File: config.mk
export PLATFORM = sky130hd
export DESIGN_NAME = mssem_sequencer
export DESIGN_NICKNAME = d
export VERILOG_FILES = /design/src/rtl/mssem_sequencer.v
export VERILOG_INCLUDE_DIRS = /design/src /design/src/shared
export SDC_FILE = /design/constraint.sdc
export NUM_CORES = 1
export LEC_CHECK = 0
export ABC_AREA = 1
export BUFFER_PORTS_ARGS = -buffer_cell sky130_fd_sc_hd__buf_2
export CAP_MARGIN = 5
export CORE_MARGIN = 4
export CORE_UTILIZATION = 30
export DETAILED_ROUTE_END_ITERATION = 12
export MAX_ROUTING_LAYER = met4
export PLACE_DENSITY = 0.61
export SYNTH_ARGS = -nofsm -noshare
export SYNTH_HDL_FRONTEND = slang
export SYNTH_SLANG_ARGS = --single-unit
File: constraint.sdc
create_clock -name clock -period 2.23 [get_ports clock]
set_input_delay 0.1115 -clock clock [delete_from_list [all_inputs] [get_ports clock]]
set_output_delay 0.1115 -clock clock [all_outputs]
set_load 0.03 [all_outputs]
File: src/shared/mssem_map.vh
`ifndef MSSEM_MAP_VH
`define MSSEM_MAP_VH
// skip field codes (4 bits)
`define MSSEM_SK_NOP 4'h0
`define MSSEM_SK_AB_ADDRESSED 4'h1
`define MSSEM_SK_CARRY_OUT 4'h2
`define MSSEM_SK_COUNTER_FULL 4'h3
`define MSSEM_SK_COUNTER_FULL_INC 4'h4
`define MSSEM_SK_END_OF_PHASE 4'h5
`define MSSEM_SK_CPU_FLAG 4'h6
`define MSSEM_SK_COUNTER_INC 4'h7
`define MSSEM_SK_TBUS_NONZERO_MID 4'h8
`define MSSEM_SK_NEGATIVE 4'h9
`define MSSEM_SK_PROTECT_OK 4'ha
`define MSSEM_SK_ODD 4'hb
`define MSSEM_SK_OVERFLOW 4'hc
`define MSSEM_SK_REPEAT_NEXT 4'hd
`define MSSEM_SK_TBUS_ZERO 4'he
`define MSSEM_SK_UNCONDITIONAL 4'hf
// special field codes (2 bits, only those this block uses)
`define MSSEM_SP_NONE 2'h0
`define MSSEM_SP_REVERSE_SKIP 2'h1
`define MSSEM_SP_COUNTER_LOAD 2'h2
// macro instruction classes presented by the decoder
`define MSSEM_OP_AND 5'h00
`define MSSEM_OP_XOR 5'h01
`define MSSEM_OP_IOR 5'h02
`define MSSEM_OP_JUMP 5'h03
`define MSSEM_OP_SUBROUTINE_JUMP 5'h04
`define MSSEM_OP_INCREMENT_SKIP_ZERO 5'h05
`define MSSEM_OP_ADD_TO_ACCUMULATOR 5'h06
`define MSSEM_OP_COMPARE_ACCUMULATOR 5'h07
`define MSSEM_OP_LOAD_ACCUMULATOR 5'h08
`define MSSEM_OP_STORE_ACCUMULATOR 5'h09
`define MSSEM_OP_SHIFT_ROTATE 5'h0a
`define MSSEM_OP_MULTIPLY 5'h0b
`define MSSEM_OP_DIVIDE 5'h0c
`define MSSEM_OP_DOUBLE_LOAD 5'h0d
`define MSSEM_OP_DOUBLE_STORE 5'h0e
`define MSSEM_OP_ARITH_SHIFT_LEFT 5'h0f
`define MSSEM_OP_ARITH_SHIFT_RIGHT 5'h10
`define MSSEM_OP_LOGIC_SHIFT_LEFT 5'h11
`define MSSEM_OP_LOGIC_SHIFT_RIGHT 5'h12
`define MSSEM_OP_ROTATE_LEFT_LONG 5'h13
`define MSSEM_OP_ROTATE_RIGHT_LONG 5'h14
// entry microaddresses (octal values as 9-bit hex)
`define MSSEM_EA_AND 9'h048
`define MSSEM_EA_XOR 9'h050
`define MSSEM_EA_IOR 9'h058
`define MSSEM_EA_JUMP 9'h054
`define MSSEM_EA_SUBROUTINE_JUMP 9'h068
`define MSSEM_EA_INCREMENT_SKIP_ZERO 9'h078
`define MSSEM_EA_ADD_TO_ACCUMULATOR 9'h064
`define MSSEM_EA_COMPARE_ACCUMULATOR 9'h04c
`define MSSEM_EA_LOAD_ACCUMULATOR 9'h074
`define MSSEM_EA_STORE_ACCUMULATOR 9'h05c
`define MSSEM_EA_SHIFT_ROTATE_A 9'h040
`define MSSEM_EA_SHIFT_ROTATE_B 9'h044
`define MSSEM_EA_MULTIPLY 9'h088
`define MSSEM_EA_DIVIDE 9'h090
`define MSSEM_EA_DOUBLE_LOAD 9'h0c8
`define MSSEM_EA_DOUBLE_STORE 9'h0d0
`define MSSEM_EA_ARITH_SHIFT_LEFT 9'h081
`define MSSEM_EA_ARITH_SHIFT_RIGHT 9'h0a1
`define MSSEM_EA_LOGIC_SHIFT_LEFT 9'h082
`define MSSEM_EA_LOGIC_SHIFT_RIGHT 9'h0a2
`define MSSEM_EA_ROTATE_LEFT_LONG 9'h084
`define MSSEM_EA_ROTATE_RIGHT_LONG 9'h0a4
`define MSSEM_EA_DEFAULT 9'h000
// axi4-lite register byte offsets
`define MSSEM_REG_CONTROL 12'h000
`define MSSEM_REG_STATUS 12'h004
`define MSSEM_REG_ADDRESS 12'h008
// control register bit positions
`define MSSEM_CTL_ENABLE 0
`define MSSEM_CTL_PROTECT 1
// reset values and axi response codes
`define MSSEM_RST_CONTROL 2'h0
`define MSSEM_RST_ADDRESS 9'h000
`define MSSEM_RST_COUNTER 5'h00
`define MSSEM_AXI_OKAY 2'h0
`define MSSEM_AXI_SLVERR 2'h2
`endif
File: src/rtl/mssem_sequencer.v
// What this block does
// - addressable test skips when A- or B-addressed flip-flop is set
// - carry-out test skips when active-low carry-out is low
// - counter tests skip on low four bits all ones; inc form advances
// - plain counter-increment code advances repeat counter, no skip
// - end of phase: mapper entry, phase set if next_phase_valid, subroutine_jump_n cleared
// - flag test skips when CPU flag flip-flop is set
// - mid T-bus test skips when any of T-bus bits 1..14 is one
// - negative test skips when ALU bit 15 is one
// - protect test skips if A/B unaddressed and protection off or bit 15 set
// - odd test skips when ALU bit 0 is one
// - overflow test skips when active-low overflow flip-flop is low
// - repeat code sets repeat flag, reruns next word until its skip holds
// - zero test skips when all T-bus bits are zero
// - unconditional code skips unless reverse sense is set
// - reverse-skip-sense special code inverts the tested skip outcome
// - counter-load special code loads repeat counter from S-bus bits 0..3
//
// Implementation choices: the AXI4-Lite slave port and the register offsets.
`include "mssem_map.vh"
`default_nettype none

module mssem_sequencer #(
    parameter ADDR_WIDTH = 9,
    parameter COUNT_WIDTH = 5
) (
    input wire clock,
    input wire reset_n,
    input wire [3:0] skip_code,
    input wire [1:0] special_code,
    input wire [4:0] macro_op,
    input wire macro_on_b,
    input wire a_addressed,
    input wire b_addressed,
    input wire carry_out_n,
    input wire cpu_flag,
    input wire overflow_n,
    input wire [15:0] tbus,
    input wire [15:0] alu_out,
    input wire [15:0] sbus,
    input wire next_phase_valid,
    input wire [1:0] next_phase_id,
    output reg [ADDR_WIDTH-1:0] micro_address,
    output reg [3:0] phase,
    output reg subroutine_jump_n,
    output reg repeat_active,
    output reg [COUNT_WIDTH-1:0] repeat_counter,
    output reg skip_taken,
    input wire s_axi_awvalid,
    output reg s_axi_awready,
    input wire [11:0] s_axi_awaddr,
    input wire s_axi_wvalid,
    output reg s_axi_wready,
    input wire [31:0] s_axi_wdata,
    input wire [3:0] s_axi_wstrb,
    output reg s_axi_bvalid,
    input wire s_axi_bready,
    output reg [1:0] s_axi_bresp,
    input wire s_axi_arvalid,
    output reg s_axi_arready,
    input wire [11:0] s_axi_araddr,
    output reg s_axi_rvalid,
    input wire s_axi_rready,
    output reg [31:0] s_axi_rdata,
    output reg [1:0] s_axi_rresp
);

    // entry address lookup, shared by end-of-phase jumps
    function [8:0] entry_of;
        input [4:0] op;
        input on_b;
        begin
            case (op)
                `MSSEM_OP_AND: entry_of = `MSSEM_EA_AND;
                `MSSEM_OP_XOR: entry_of = `MSSEM_EA_XOR;
                `MSSEM_OP_IOR: entry_of = `MSSEM_EA_IOR;
                `MSSEM_OP_JUMP: entry_of = `MSSEM_EA_JUMP;
                `MSSEM_OP_SUBROUTINE_JUMP:
                    entry_of = `MSSEM_EA_SUBROUTINE_JUMP;
                `MSSEM_OP_INCREMENT_SKIP_ZERO:
                    entry_of = `MSSEM_EA_INCREMENT_SKIP_ZERO;
                `MSSEM_OP_ADD_TO_ACCUMULATOR:
                    entry_of = `MSSEM_EA_ADD_TO_ACCUMULATOR;
                `MSSEM_OP_COMPARE_ACCUMULATOR:
                    entry_of = `MSSEM_EA_COMPARE_ACCUMULATOR;
                `MSSEM_OP_LOAD_ACCUMULATOR:
                    entry_of = `MSSEM_EA_LOAD_ACCUMULATOR;
                `MSSEM_OP_STORE_ACCUMULATOR:
                    entry_of = `MSSEM_EA_STORE_ACCUMULATOR;
                `MSSEM_OP_SHIFT_ROTATE:
                    entry_of = on_b ? `MSSEM_EA_SHIFT_ROTATE_B
                        : `MSSEM_EA_SHIFT_ROTATE_A;
                `MSSEM_OP_MULTIPLY: entry_of = `MSSEM_EA_MULTIPLY;
                `MSSEM_OP_DIVIDE: entry_of = `MSSEM_EA_DIVIDE;
                `MSSEM_OP_DOUBLE_LOAD:
                    entry_of = `MSSEM_EA_DOUBLE_LOAD;
                `MSSEM_OP_DOUBLE_STORE:
                    entry_of = `MSSEM_EA_DOUBLE_STORE;
                `MSSEM_OP_ARITH_SHIFT_LEFT:
                    entry_of = `MSSEM_EA_ARITH_SHIFT_LEFT;
                `MSSEM_OP_ARITH_SHIFT_RIGHT:
                    entry_of = `MSSEM_EA_ARITH_SHIFT_RIGHT;
                `MSSEM_OP_LOGIC_SHIFT_LEFT:
                    entry_of = `MSSEM_EA_LOGIC_SHIFT_LEFT;
                `MSSEM_OP_LOGIC_SHIFT_RIGHT:
                    entry_of = `MSSEM_EA_LOGIC_SHIFT_RIGHT;
                `MSSEM_OP_ROTATE_LEFT_LONG:
                    entry_of = `MSSEM_EA_ROTATE_LEFT_LONG;
                `MSSEM_OP_ROTATE_RIGHT_LONG:
                    entry_of = `MSSEM_EA_ROTATE_RIGHT_LONG;
                default: entry_of = `MSSEM_EA_DEFAULT;
            endcase
        end
    endfunction

    reg [1:0] control;
    wire run_enable = control[`MSSEM_CTL_ENABLE];
    wire protect_enable = control[`MSSEM_CTL_PROTECT];

    // raw condition of the skip field
    reg raw_skip;
    always @* begin
        case (skip_code)
            `MSSEM_SK_AB_ADDRESSED:
                raw_skip = a_addressed | b_addressed;
            `MSSEM_SK_CARRY_OUT: raw_skip = ~carry_out_n;
            `MSSEM_SK_COUNTER_FULL,
            `MSSEM_SK_COUNTER_FULL_INC:
                raw_skip = &repeat_counter[3:0];
            `MSSEM_SK_CPU_FLAG: raw_skip = cpu_flag;
            `MSSEM_SK_TBUS_NONZERO_MID: raw_skip = |tbus[14:1];
            `MSSEM_SK_NEGATIVE: raw_skip = alu_out[15];
            `MSSEM_SK_PROTECT_OK:
                raw_skip = ~(a_addressed | b_addressed)
                    & (~protect_enable | alu_out[15]);
            `MSSEM_SK_ODD: raw_skip = alu_out[0];
            `MSSEM_SK_OVERFLOW: raw_skip = ~overflow_n;
            `MSSEM_SK_TBUS_ZERO: raw_skip = ~|tbus;
            `MSSEM_SK_UNCONDITIONAL: raw_skip = 1'b1;
            default: raw_skip = 1'b0;
        endcase
    end

    // codes that test nothing are not inverted, so reverse sense
    // cannot turn a no-op or counter bump into a skip
    wire is_test = (skip_code != `MSSEM_SK_NOP) &&
        (skip_code != `MSSEM_SK_COUNTER_INC) &&
        (skip_code != `MSSEM_SK_END_OF_PHASE) &&
        (skip_code != `MSSEM_SK_REPEAT_NEXT);
    wire reverse = special_code == `MSSEM_SP_REVERSE_SKIP;
    wire next_skip = is_test & (raw_skip ^ reverse);

    // sequencing: address, phase, counter, repeat
    always @(posedge clock or negedge reset_n) begin
        if (!reset_n) begin
            micro_address <= `MSSEM_RST_ADDRESS;
            phase <= 4'h1;
            subroutine_jump_n <= 1'b1;
            repeat_active <= 1'b0;
            repeat_counter <= `MSSEM_RST_COUNTER;
            skip_taken <= 1'b0;
        end else if (run_enable) begin
            skip_taken <= next_skip;
            if (skip_code == `MSSEM_SK_END_OF_PHASE) begin
                micro_address <= entry_of(macro_op, macro_on_b);
                if (next_phase_valid)
                    phase <= 4'h1 << next_phase_id;
                // clearing the active-low flop drives it to zero
                subroutine_jump_n <= 1'b0;
            end else if (skip_code == `MSSEM_SK_REPEAT_NEXT) begin
                repeat_active <= 1'b1;
                micro_address <= micro_address + 1'b1;
            end else if (repeat_active && !next_skip) begin
                // hold on the repeated word until its own test passes
                micro_address <= micro_address;
            end else if (next_skip) begin
                repeat_active <= 1'b0;
                micro_address <= micro_address + 2'd2;
            end else begin
                repeat_active <= 1'b0;
                micro_address <= micro_address + 1'b1;
            end
            if (special_code == `MSSEM_SP_COUNTER_LOAD)
                repeat_counter <= {1'b0, sbus[3:0]};
            else if (skip_code == `MSSEM_SK_COUNTER_FULL_INC ||
                skip_code == `MSSEM_SK_COUNTER_INC)
                repeat_counter <= repeat_counter + 1'b1;
        end
    end

    // axi4-lite slave: single outstanding write and read
    reg aw_held;
    reg w_held;
    reg [11:0] aw_addr;
    reg [31:0] w_data;
    reg [3:0] w_strb;
    always @(posedge clock or negedge reset_n) begin
        if (!reset_n) begin
            aw_held <= 1'b0;
            w_held <= 1'b0;
            aw_addr <= 12'h000;
            w_data <= 32'h00000000;
            w_strb <= 4'h0;
            s_axi_awready <= 1'b0;
            s_axi_wready <= 1'b0;
            s_axi_bvalid <= 1'b0;
            s_axi_bresp <= `MSSEM_AXI_OKAY;
            control <= `MSSEM_RST_CONTROL;
        end else begin
            s_axi_awready <= ~aw_held & ~s_axi_awready & s_axi_awvalid
                & ~s_axi_bvalid;
            s_axi_wready <= ~w_held & ~s_axi_wready & s_axi_wvalid
                & ~s_axi_bvalid;
            if (s_axi_awvalid && s_axi_awready) begin
                aw_held <= 1'b1;
                aw_addr <= s_axi_awaddr;
            end
            if (s_axi_wvalid && s_axi_wready) begin
                w_held <= 1'b1;
                w_data <= s_axi_wdata;
                w_strb <= s_axi_wstrb;
            end
            if (aw_held && w_held && !s_axi_bvalid) begin
                aw_held <= 1'b0;
                w_held <= 1'b0;
                s_axi_bvalid <= 1'b1;
                if (aw_addr == `MSSEM_REG_CONTROL) begin
                    s_axi_bresp <= `MSSEM_AXI_OKAY;
                    if (w_strb[0])
                        control <= w_data[1:0];
                end else if (aw_addr == `MSSEM_REG_STATUS ||
                    aw_addr == `MSSEM_REG_ADDRESS)
                    s_axi_bresp <= `MSSEM_AXI_OKAY; // read-only, ignored
                else
                    s_axi_bresp <= `MSSEM_AXI_SLVERR;
            end else if (s_axi_bvalid && s_axi_bready)
                s_axi_bvalid <= 1'b0;
        end
    end

    // read channel; status shows live sequencer state
    always @(posedge clock or negedge reset_n) begin
        if (!reset_n) begin
            s_axi_arready <= 1'b0;
            s_axi_rvalid <= 1'b0;
            s_axi_rdata <= 32'h00000000;
            s_axi_rresp <= `MSSEM_AXI_OKAY;
        end else begin
            s_axi_arready <= ~s_axi_arready & s_axi_arvalid
                & ~s_axi_rvalid;
            if (s_axi_arvalid && s_axi_arready) begin
                s_axi_rvalid <= 1'b1;
                s_axi_rresp <= `MSSEM_AXI_OKAY;
                case (s_axi_araddr)
                    `MSSEM_REG_CONTROL:
                        s_axi_rdata <= {30'h00000000, control};
                    `MSSEM_REG_STATUS:
                        s_axi_rdata <= {19'h00000, skip_taken,
                            repeat_active, subroutine_jump_n, phase,
                            {(6-COUNT_WIDTH){1'b0}}, repeat_counter};
                    `MSSEM_REG_ADDRESS:
                        s_axi_rdata <= {{(32-ADDR_WIDTH){1'b0}},
                            micro_address};
                    default: begin
                        s_axi_rdata <= 32'h00000000;
                        s_axi_rresp <= `MSSEM_AXI_SLVERR;
                    end
                endcase
            end else if (s_axi_rvalid && s_axi_rready)
                s_axi_rvalid <= 1'b0;
        end
    end

endmodule // mssem_sequencer
`default_nettype wire

; ---- Word level (Yosys, flattened, before mapping)
; Index checks and enable logic that the tools add are counted.
[totals]
mem_bits_ro = 0
word_cells = 154
memories = 0
ff_bits = 81
inputBits = 135
latch_bits = 0
out_inout_bits = 62
mem_bits_rw = 0
[op_classes]
mux = 23
n_eq_ne = 46
multipliers = 0
reduce_logical = 36
n_lt_le_gt_ge = 0
n_addsub = 3
bitwise = 25
shift = 1
n_div = 0
[ops]
columns = operator, n
row1 = case mux 8 bit (21 select lines), 1
row2 = "== test 5 x 4 -> 1 bit, second input constant", 8
row3 = case mux 13 bit (3 select lines), 1
row4 = 2-to-1 mux 9 bit, 4
row5 = "== test 4 bit, second input constant", 8
row6 = "== test 5 bit, second input constant", 5
row7 = "== test 12 x 3 -> 1 bit, second input constant", 2
row8 = "== test 12 x 4 -> 1 bit, second input constant", 2
row9 = zero test 12 bit, 2
row10 = "== test 5 x 3 -> 1 bit, second input constant", 4
row11 = "== test 4 x 3 -> 1 bit, second input constant", 4
row12 = OR reduction 16 bit, 1
row13 = OR reduction 14 bit, 1
row14 = NOT 1 bit, 12
row15 = logical AND 1 bit, 11
row16 = case mux 1 bit (11 select lines), 1
row17 = bitwise AND 1 bit, 10
row18 = "== test 5 x 2 -> 1 bit, second input constant", 2
row19 = 2-to-1 mux 1 bit, 10
row20 = 2-to-1 mux 5 bit, 2
row21 = nonzero test 2 bit, 5
row22 = "adder 9 x 1 -> 9 bit, second input constant", 1
row23 = "adder 9 x 2 -> 9 bit, second input constant", 1
row24 = AND reduction 3 bit, 3
row25 = other kinds (23), 33

; ---- Longest topological paths before layout
; Gate-level depths: netlist of run 1.
[logic_depth]
depth_word = 11
mapped_depth = 16
depth_no_buf = 16

; ---- Worst setup path after synthesis of run 1
; No wires, ideal clock.
[synth_path]
path_type = register to register
startpoint = reg repeat_counter[0]
endpoint = reg micro_address[4]
setup_slack_ps = 346
n_path_buf = 0
required_time_ps = 2113
path_stages_with_launch = 16
synth_period_minus_slack_ps = 1884
arrival_ps = 1767
setup_time_ps = 117
cell_sequence = dfrtp_1 > ha_1 > nand2_1 > nor2_1 > nand2_1 > nand3_2 > nor2_4 > nand2_2 > nand2_4 > nand3_4 > nand2_1 > nand2_1 > nand2_1 > nand2_1 > nand2_1 > nand2_1
[synth_via]
elab_chain_len = 8
elab_cells_between_ends = 12
classes_between = eq/ne (1) / mux (5) / bitwise (2) / reduce/logical (4)
[synth_lines]
columns = element, line
row1 = start: declaration, mssem_sequencer.v:47  ; output reg [COUNT_WIDTH-1:0] repeat_counter,
row2 = start signal: assignment, mssem_sequencer.v:160  ; repeat_counter <= `MSSEM_RST_COUNTER;
row3 = start signal: assignment, mssem_sequencer.v:184  ; repeat_counter <= {1'b0, sbus[3:0]};
row4 = start signal: assignment, mssem_sequencer.v:187  ; repeat_counter <= repeat_counter + 1'b1;
row5 = AND reduction 4 bit (*), mssem_sequencer.v:129  ; raw_skip = &repeat_counter[3:0];
row6 = case mux 1 bit (11 select lines) (*), mssem_sequencer.v:123  ; case (skip_code)
row7 = bitwise XOR 1 bit (*), mssem_sequencer.v:151  ; wire next_skip = is_test & (raw_skip ^ reverse);
row8 = bitwise AND 1 bit (*), mssem_sequencer.v:151
row9 = 2-to-1 mux 9 bit or zero test 1 bit (tied branches), "mssem_sequencer.v:176, mssem_sequencer.v:173"
row10 = 2-to-1 mux 9 bit or logical AND 1 bit (tied branches), mssem_sequencer.v:173  ; end else if (repeat_active && !next_skip) begin
row11 = 2-to-1 mux 9 bit or != test 3 bit (tied branches), --
row12 = 2-to-1 mux 9 bit or AND reduction 2 bit (tied branches), --
row13 = end signal: assignment, mssem_sequencer.v:165  ; micro_address <= entry_of(macro_op, macro_on_b);
row14 = end signal: assignment, mssem_sequencer.v:172  ; micro_address <= micro_address + 1'b1;
row15 = end signal: assignment, mssem_sequencer.v:175  ; micro_address <= micro_address;
row16 = end: declaration, mssem_sequencer.v:43  ; output reg [ADDR_WIDTH-1:0] micro_address,
; Every way passes the cells marked *; elsewhere a longest branch is shown, timed or not. The select of a mux whose other input is x is not followed.
; A chain may end at the register's enable or synchronous reset.

; ---- Final worst setup path of run 1
[layout_path]
startpoint = reg repeat_counter[0]
endpoint = reg micro_address[2]
; Same word-level chain as after synthesis.

==> flow_summary.toml, run 1 <==
[final_layout]
syn_to_final_growth_pct = 30.96
layout_common_cells = "190 x nand2_1, 116 x buf_2, 59 x inv_1"
fillers = 1281
antennaDiodeCount = 0
drive_gt1_share_pct = 22.84
multi_input_area_um2 = 1927
fin_cells = 851
fin_nets = 816
final_common_cell = "nand2_1"
final_area_um2 = 4970
register_area_um2 = 1504

[timing]
fin_crit_ns = 1.949
max_slew.worst_pin.slew_ns = 0.6251
finalSetupViolations = 0
slew_violations = 0
fmax_mhz = 513.2
rsz0062_at_grt = "false"
clock_skew_ns = 0.005630
post-route-period-util_pct = 87.38
relSlewSlack_pct = 57.89
setup_tns_ns = 0
hold_violations = 0
fin_ws_ns = 0.2815

[setup_path]
critPathMostFrequentCell = "nand2_1"
cp_slowest_cell = "dfrtp_1"
cp.arrival_ns = 2.16
slowest_delay_ns = 0.41
regToRegSetupSlack_ns = 0.28
worstSetupPathType = "reg2reg"
r2r_cells = 13
rr_endpoint = "micro_address[2]$_DFFE_PN0P_"
end_kind = "flip-flop"
r2r_start = "repeat_counter[0]$_DFFE_PN0P_"
path_cells = "ha_1 > nand2_1 > nor2_1 > nand2_1 > nand3_2 > nor2_4 > nand3_4 > nand3_4 > nand2_1 > nand3_1 > nand2_1 > nand2_1 > nand2_1"
startpoint_type = "flip-flop"
worstPathMaxFanout = 10
crit_required_ns = 2.45

[yosys]
synth_edf_count = 0
synth_top_area_share_pct = 38.25
yosys.area.top_type = "dfrtp_1"
netlist_instances = 538
yosysSeqAreaShare_pct = 39.63
synth_area_per_cell_um2 = 7.054
synth_area_um2 = 3795
ys.flop_type = "dfrtp_1"
synth_cell_types = 44
yosys_register_bits = 60
async_reset_ff_share_pct = 100.0
yosys_warnings = 0
synth.area.top_cells = "dfrtp_1 38%, nand2_1 19%, inv_1 5.8%, nor2_1 4.5%, buf_4 4.2%"

[global_routing]
antenna_found_initial = 0
grt_use_total_pct = 15.46
grt_first_pass_wirelength_um = 17920
grt_pass1_vias = 3706
overflow = 0
grt_start_max_net_pins = 27

[cts]
clock_insertion_delay_worst_skew_ns = 0.32
cts_max_path_buffers = 2
cts_inserted_buffers = 9
cts_tree = "yes"
postCtsResizedCells = 0
cts.sinks = 60
h-tree-depth = 3
clkTransAtPathRegs_ns = 0.06
cts_root_buf = "clkbuf_16"

[placed_design]
gp_congestion = 0.9089
placed_cell_area_um2 = 4509
port-buffer-count = 116
hpwl_um = 8597
dp_slack_ns = 0.2825
numPlacedInstances = 818

[routing]
drt_wl_total_um = 10890
via_per_inst = 4.503
wl_per_cell_um = 12.80
drc = 0
num_vias = 3832
drt_iter0_drc = 239
drtAntennaViolNets = 0
dr.pass1.iters = 4

[job]
max_cap_violations = 0

[power]
static-leakage-power_nw = 2.689
ir_worst_vdd_mv = 0.4141
p_per_area_nw_per_um2 = 885.9

[floorplanning]
start_util_pct = 31.08
core.rowCount = 40
core_area_um2 = 12210
dieArea_um2 = 14510
ios = 197
die_h_um = 120.5
die_w_um = 120.5

[run_status]
status = "completed"

[worst_hold_path]
min_to = "w_data[1]$_DFFE_PN0P_"
min_path_cells = 3
hp-class = "in2reg"
min-delay-start = "s_axi_wdata[1]"
-- cell usage after synthesis, types with 2 or more instances --
cell and count:
nand2_1 190, inv_1 59, dfrtp_1 58, nor2_1 46, nand3_1 30, o21ai_0 24
buf_4 21, nand4_1 12, xor2_1 11, nor3_1 10, o22ai_1 8, a21oi_1 7
clkbuf_1 6, o21ai_1 6, a31oi_1 4, o31ai_1 4, clkinv_1 3, ha_1 3
inv_2 3, nand3_4 3, or2_2 3, dfstp_2 2, nor4_1 2, or4_1 2
xnor2_1 2
-- area by class of cell --
cell class / count / share of cell area (%)
inverter: 66 / 5.035
timing repair buffer: 138 / 15.86
sequential: 60 / 30.26
multi-input combinational: 403 / 38.77
tap: 168 / 4.230
clock buffer: 13 / 5.438
clock inverter: 3 / 0.4028
-- per-stage QoR --
step           hold slack [ns]  total power [mW]  utilization, %
6_report              0.009629             4.403           40.70
5_1_grt                0.01982             4.699           40.70
4_1_cts               0.001475             4.452           40.70
3_5_place_dp            0.1602             3.082           36.93
3_3_place_gp            0.1431             3.037           36.93
2_1_floorplan          -0.1841             2.631               -
-- kinds of logic after synthesis --
| kind of cell | count (synthesis) | share of synthesized area (%) |
|---|---|---|
| adder cells (fa/ha/maj) | 3 | 0.9892 |
| flip-flops | 60 | 39.63 |
| AND/OR/NAND/NOR | 308 | 35.84 |
| XOR/XNOR | 13 | 3.000 |
| other | 1 | 0.09882 |
| AO/OA/AOI/OAI | 58 | 8.869 |
| buffers and inverters | 95 | 11.57 |
-- sequential cells by signal (all words and copies together), names as in the netlist, 2 cells and up --
register        cells
phase               4
s_axi_rdata        13
aw_addr            12
micro_address       9
control             2
w_data              2
repeat_counter      5
-- how the worst max path moves through the flow --
stage | start | end | slack, ns | depth (start not counted)
final | repeat_counter[0]$_DFFE_PN0P_ | micro_address[2]$_DFFE_PN0P_ | 0.28 | 13
after global placement | repeat_counter[0]$_DFFE_PN0P_ | micro_address[4]$_DFFE_PN0P_ | 0.33 | 15
after floorplan | repeat_counter[0]$_DFFE_PN0P_ | micro_address[4]$_DFFE_PN0P_ | 0.35 | 15
after detailed placement | repeat_counter[0]$_DFFE_PN0P_ | micro_address[2]$_DFFE_PN0P_ | 0.28 | 14
after global routing | repeat_counter[0]$_DFFE_PN0P_ | micro_address[4]$_DFFE_PN0P_ | 0.10 | 15
after CTS | repeat_counter[0]$_DFFE_PN0P_ | micro_address[2]$_DFFE_PN0P_ | 0.27 | 14
-- power by group --
part	internal, mW	total (mW)	switching (mW)
clock network	0.841	1.33	0.485
logic	0.494	1.44	0.949
registers	1.38	1.63	0.258
-- worst max-delay path, delay by kind of cell, from the launching register on --
family        cells  cell delay, ns
simple gates     12            1.22
fa+ha+maj         1            0.22
flops             1            0.41
-- what timing repair did --
action	CTS	global route
hold endpoints to repair	39	0
setup buffers	0	0
hold buffers	17	0
-- per-layer routing --
metal / global-route usage [%] / up-vias / wire (um)
li1: - / 1967 / -
met1: 19.91 / 1743 / 4956
met2: 25.36 / 116 / 5165
met3: 3.227 / 6 / 693
met4: 3.187 / 0 / 78
met5: - / - / 0
Power figures use the tool's default switching activity.
==> inputs of run 2 (changes only) <==
--- a/config.mk
+++ b/config.mk
@@ -6,14 +6,14 @@
 export SDC_FILE = /design/constraint.sdc
 export NUM_CORES = 1
 export LEC_CHECK = 0
-export ABC_AREA = 1
 export BUFFER_PORTS_ARGS = -buffer_cell sky130_fd_sc_hd__buf_2
 export CAP_MARGIN = 5
 export CORE_MARGIN = 4
 export CORE_UTILIZATION = 30
 export DETAILED_ROUTE_END_ITERATION = 12
 export MAX_ROUTING_LAYER = met4
-export PLACE_DENSITY = 0.61
+export PLACE_DENSITY = 0.62
+export SLEW_MARGIN = 5
 export SYNTH_ARGS = -nofsm -noshare
 export SYNTH_HDL_FRONTEND = slang
 export SYNTH_SLANG_ARGS = --single-unit
==> run 2 against run 1 <==
  * Via count fell by 13%
  * Sequential power fell by 10%
  * Sequential cell count did not move
  * First-iteration DRC count fell by 21%
  * Total power fell by 9.0%
  * Utilization rose by 1.8 points
  * Non-clock buffer count rose by 16
  * Cell count fell by 21%
  * Combinational power fell by 42%
==> flow_summary.toml, run 2 <==
[timing]
fmax_mhz = 455.5
clock_skew_ns = 0.003668
rsz0062_at_grt = "true"
fin_crit_ns = 2.195
max_slew.worst_pin.slew_ns = 0.5850
setup_tns_ns = 0
relSlewSlack_pct = 60.91
hold_violations = 0
fin_ws_ns = 0.03483
slew_violations = 0
finalSetupViolations = 0
post-route-period-util_pct = 98.44

[routing]
drtAntennaViolNets = 0
wl_per_cell_um = 14.48
drt_iter0_drc = 190
num_vias = 3322
dr.pass1.iters = 4
drt_wl_total_um = 9703
via_per_inst = 4.958
drc = 0

[placed_design]
placed_cell_area_um2 = 4392
port-buffer-count = 116
gp_congestion = 0.8611
dp_slack_ns = -0.1835
hpwl_um = 7522

[worst_hold_path]
hp-class = "in2reg"
min-delay-start = "s_axi_awaddr[8]"
min_to = "aw_addr[8]$_DFFE_PN0P_"
min_path_cells = 2

[floorplanning]
start_util_pct = 30.82
ios = 197
core.rowCount = 39
die_h_um = 116.8
die_w_um = 116.8
core_area_um2 = 11520
dieArea_um2 = 13640

[setup_path]
worstPathMaxFanout = 7
end_kind = "flip-flop"
worstSetupPathType = "reg2reg"
rr_endpoint = "micro_address[4]$_DFFE_PN0P_"
cp.arrival_ns = 2.38
startpoint_type = "flip-flop"
r2r_start = "control[1]$_DFFE_PN0P_"
regToRegSetupSlack_ns = 0.03
crit_required_ns = 2.42
r2r_cells = 9

[global_routing]
grt_start_max_net_pins = 41
grt_use_total_pct = 14.59
grt_pass1_vias = 3212
grt_first_pass_wirelength_um = 15510
antenna_found_initial = 0
overflow = 0

[yosys]
netlist_instances = 380
yosysMostFrequentCell = "dfrtp_1"
synth_area_um2 = 3550
yosysSeqAreaShare_pct = 42.37
synth_cell_types = 68
synth_edf_count = 0
ys.flop_type = "dfrtp_1"
yosys.area.top_type = "dfrtp_1"
synth_top_area_share_pct = 40.89
yosys_register_bits = 60
async_reset_ff_share_pct = 100.0
synth_commonest_cells = "58 x dfrtp_1, 44 x nand2_1, 31 x o21ai_0"
synth_area_per_cell_um2 = 9.341
yosys_warnings = 0
synth.area.top_cells = "dfrtp_1 41%, mux2_2 6.0%, buf_4 4.7%, nand2_1 4.7%, o21ai_0 4.4%"

[run_status]
status = "completed"

[cts]
cts_root_buf = "clkbuf_16"
clock_insertion_delay_worst_skew_ns = 0.32
h-tree-depth = 3
cts_inserted_buffers = 9
cts_tree = "yes"
cts.sinks = 60
cts_max_path_buffers = 2
clkTransAtPathRegs_ns = 0.06

[power]
ir_worst_vdd_mv = 0.3594
static-leakage-power_nw = 2.319
total_power_mw = 4.006
p_per_area_nw_per_um2 = 818.9

[job]
max_cap_violations = 0

[final_layout]
layout_common_cells = "116 x buf_2, 56 x dfrtp_1, 44 x nand2_1"
multi_input_area_um2 = 1896
drive_gt1_share_pct = 38.90
largest_register = "s_axi_rdata"
fillers = 1116
final_common_cell = "buf_2"
largest_reg_flops = 13
final_core_util_pct = 42.48
biggestRegsByFlops = "s_axi_rdata x13, aw_addr x12, micro_address x9"
antennaDiodeCount = 0
register_area_um2 = 1506
final_area_um2 = 4892
syn_to_final_growth_pct = 37.82
fin_nets = 660
-- run 2: cell type report --
| type | count | area share, % |
|---|---|---|
| flip-flops and latches | 60 | 30.79 |
| clock inverters | 7 | 2.992 |
| multi-input cells | 285 | 38.75 |
| repair buffers | 154 | 18.29 |
| clock buffers | 9 | 4.604 |
| well taps | 143 | 3.657 |
| inverters | 12 | 0.9207 |
-- run 2: where the power goes --
part	internal [mW]	switching, mW
clock	1.21	0.502
combinational	0.383	0.451
sequential	1.30	0.159
total	2.90	1.11
-- run 2: worst max-delay path: stages (launching register included) --
cell	delay [ns]
dfrtp_1	0.40
a221oi_2	0.08
o31a_2	0.30
nor4_4	0.22
mux2i_1	0.28
buf_4	0.19
o31ai_4	0.09
buf_4	0.18
a311oi_2	0.20
o221ai_2	0.12
-- run 2: what timing repair did --
item,CTS,global route
setup buffers,0,1
endpoints found under the hold margin,23,0
gates resized for setup,4,5
setup endpoints to repair,7,9
hold buffers,5,0
pin swaps,3,2
-- run 2: logic make-up after synthesis --
kind of cell	share of synthesized area, %
multiplexers	8.002
buffers and inverters	8.671
AO/OA/AOI/OAI	18.44
AND/OR/NAND/NOR	20.37
XOR/XNOR	0.9871
adder cells (fa/ha/maj)	1.058
flip-flops	42.37
other	0.1056
-- run 2: worst max-delay path by stage --
stage                                              from                            to  cells past startpoint
after global routing             control[1]$_DFFE_PN0P_  micro_address[7]$_DFFE_PN0P_                      8
after detailed placement                   skip_code[0]  micro_address[5]$_DFFE_PN0P_                     11
after CTS                        control[1]$_DFFE_PN0P_  micro_address[4]$_DFFE_PN0P_                      9
after global placement                     skip_code[0]  micro_address[5]$_DFFE_PN0P_                     11
final                            control[1]$_DFFE_PN0P_  micro_address[4]$_DFFE_PN0P_                      9
after floorplan           repeat_counter[0]$_DFFE_PN0P_  micro_address[5]$_DFFE_PN0P_                     10
-- run 2: metrics by stage --
step	std cells	hold WS [ns]
floorplan	400	-0.1841
global placement	648	0.1145
detailed placement	648	0.1186
CTS	669	0.007202
global route	670	0.01119
finish	670	0.01778
-- run 2: metal layers --
metal,GRT usage [%],part of all wire [%],vias to the layer above
met2,24.23,51,89
met4,4.052,1.3,0
met3,2.519,4.7,10
met1,18.41,43,1585
met5,-,0,-
li1,-,-,1638
==> inputs of run 3 (changes only) <==
--- a/config.mk
+++ b/config.mk
@@ -8,6 +8,7 @@
 export LEC_CHECK = 0
 export BUFFER_PORTS_ARGS = -buffer_cell sky130_fd_sc_hd__buf_2
 export CAP_MARGIN = 5
+export CORE_ASPECT_RATIO = 1.2
 export CORE_MARGIN = 4
 export CORE_UTILIZATION = 30
 export DETAILED_ROUTE_END_ITERATION = 12
==> run 3 against run 2 <==
  * Die area barely moved
  * Total power fell by 6.4%
  * Utilization fell by 0.18 points
  * Critical endpoint is now micro_address[6]$_DFFE_PN0P_
==> flow_summary.toml, run 3 (synthesized netlist as in run 2, its figures left out) <==
[run_status]
status = "completed"

[timing]
relSlewSlack_pct = 60.95
max_slew.worst_pin.slew_ns = 0.5819
fin_ws_ns = 0.02310
clock_skew_ns = 0.004817
setup_tns_ns = 0
fmax_mhz = 453.1
rsz0062_at_grt = "true"
finalSetupViolations = 0
hold_violations = 0
post-route-period-util_pct = 98.96
slew_violations = 0
fin_hold_ws_ns = 0.02392
fin_crit_ns = 2.207

[placed_design]
port-buffer-count = 116
hpwl_um = 7753
dp_slack_ns = -0.2614
numPlacedInstances = 663
gp_congestion = 0.8661

[floorplanning]
core_area_um2 = 11570
dieArea_um2 = 13640
die_w_um = 107.3
core.rowCount = 43
start_util_pct = 30.69
die_h_um = 127.2
ios = 197

[setup_path]
r2r_cells = 10
critPathMostFrequentCell = "buf_4"
path_cells = "ha_2 > nand3_4 > o311ai_4 > nor4_4 > mux2i_1 > buf_4 > buf_4 > mux2i_4 > o311ai_1 > o211ai_1"
r2r_start = "repeat_counter[0]$_DFFE_PN0P_"
worstPathMaxFanout = 6
cp.arrival_ns = 2.39
cp_slowest_cell = "dfrtp_2"
regToRegSetupSlack_ns = 0.02
slowest_delay_ns = 0.36
worstSetupPathType = "reg2reg"
startpoint_type = "flip-flop"
cp.buffers_inverters = 2
rr_endpoint = "micro_address[6]$_DFFE_PN0P_"
end_kind = "flip-flop"
crit_required_ns = 2.42
cp-startpoint = "repeat_counter[0]$_DFFE_PN0P_"
crit_family = "compound AO/OA/AOI/OAI gates"

[final_layout]
final_common_cell = "buf_2"
drive_gt1_share_pct = 39.62
fin_nets = 663
fin_cells = 687
antennaDiodeCount = 0
largest_register = "s_axi_rdata"
syn_to_final_growth_pct = 37.86
biggestRegsByFlops = "s_axi_rdata x13, aw_addr x12, micro_address x9"
largest_reg_flops = 13
layout_common_cells = "116 x buf_2, 56 x dfrtp_1, 44 x nand2_1"

[routing]
wl_per_cell_um = 14.71
drtAntennaViolNets = 0
drt_iter0_drc = 181
dr.pass1.iters = 4
drt_wl_total_um = 10110
num_vias = 3353
via_per_inst = 4.881
drc = 0

[global_routing]
grt_use_total_pct = 14.82
grt_start_max_net_pins = 26
grt_pass1_vias = 3219
antenna_found_initial = 0
overflow = 0
grt_first_pass_wirelength_um = 15880

[cts]
h-tree-depth = 3
cts_max_path_buffers = 2
cts_inserted_buffers = 9
cts_tree = "yes"
clkTransAtPathRegs_ns = 0.05
cts_root_buf = "clkbuf_16"
clock_insertion_delay_worst_skew_ns = 0.32
cts.sinks = 60

[worst_hold_path]
min-delay-start = "s_axi_awaddr[1]"
min_path_cells = 2
hp-class = "in2reg"
min_to = "aw_addr[1]$_DFFE_PN0P_"

[power]
ir_worst_vdd_mv = 0.3792
p_per_area_nw_per_um2 = 766.6
static-leakage-power_nw = 2.319

[job]
max_cap_violations = 0
## run 3: metrics by stage
step	power (mW)	util, %	cell area [um2]
2_1_floorplan	2.009	-	3642
3_3_place_gp	2.262	38.18	4417
3_5_place_dp	2.301	38.18	4417
4_1_cts	3.778	41.63	4816
5_1_grt	3.944	42.30	4893
6_report	3.751	42.30	4893
## run 3: worst max-delay path by stage
stage / endpoint / slack [ns] / cells past startpoint
4_1_cts: micro_address[4]$_DFFE_PN0P_ / -0.01 / 10
5_1_grt: micro_address[6]$_DFFE_PN0P_ / -0.13 / 9
2_1_floorplan: micro_address[5]$_DFFE_PN0P_ / 0.02 / 10
3_3_place_gp: micro_address[7]$_DFFE_PN0P_ / -0.20 / 10
3_5_place_dp: micro_address[7]$_DFFE_PN0P_ / -0.26 / 10
6_report: micro_address[6]$_DFFE_PN0P_ / 0.02 / 10
## run 3: layout make-up
cell class,count,area (um2)
Clock buffer,13,280.3
Clock inverter,3,42.54
Fill cell,1135,6674
Inverter,12,45.04
Multi-Input combinational cell,285,1888
Sequential cell,60,1506
Tap cell,157,196.4
Timing Repair Buffer,157,934.6
## run 3: where the power goes
group,switching (mW),internal (mW)
Combinational,0.462,0.380
Sequential,0.154,1.30
Clock,0.470,0.984
Total,1.09,2.67
## run 3: timing repair
| item | 4_1_cts | 5_1_grt |
|---|---|---|
| pin swaps | 1 | 1 |
| hold buffers | 5 | 0 |
| setup endpoints to repair | 3 | 7 |
| setup buffers | 1 | 2 |
| gates resized for setup | 2 | 9 |
| endpoints found under the hold margin | 25 | 0 |
| gates cloned | 0 | 1 |
## run 3: layer usage
| metal | up-vias | wire (um) | GRT usage (%) |
|---|---|---|---|
| li1 | 1632 | - | - |
| met1 | 1592 | 4361 | 18.80 |
| met2 | 117 | 4920 | 23.79 |
| met3 | 12 | 664 | 3.234 |
| met4 | 0 | 163 | 4.364 |
| met5 | - | 0 | - |
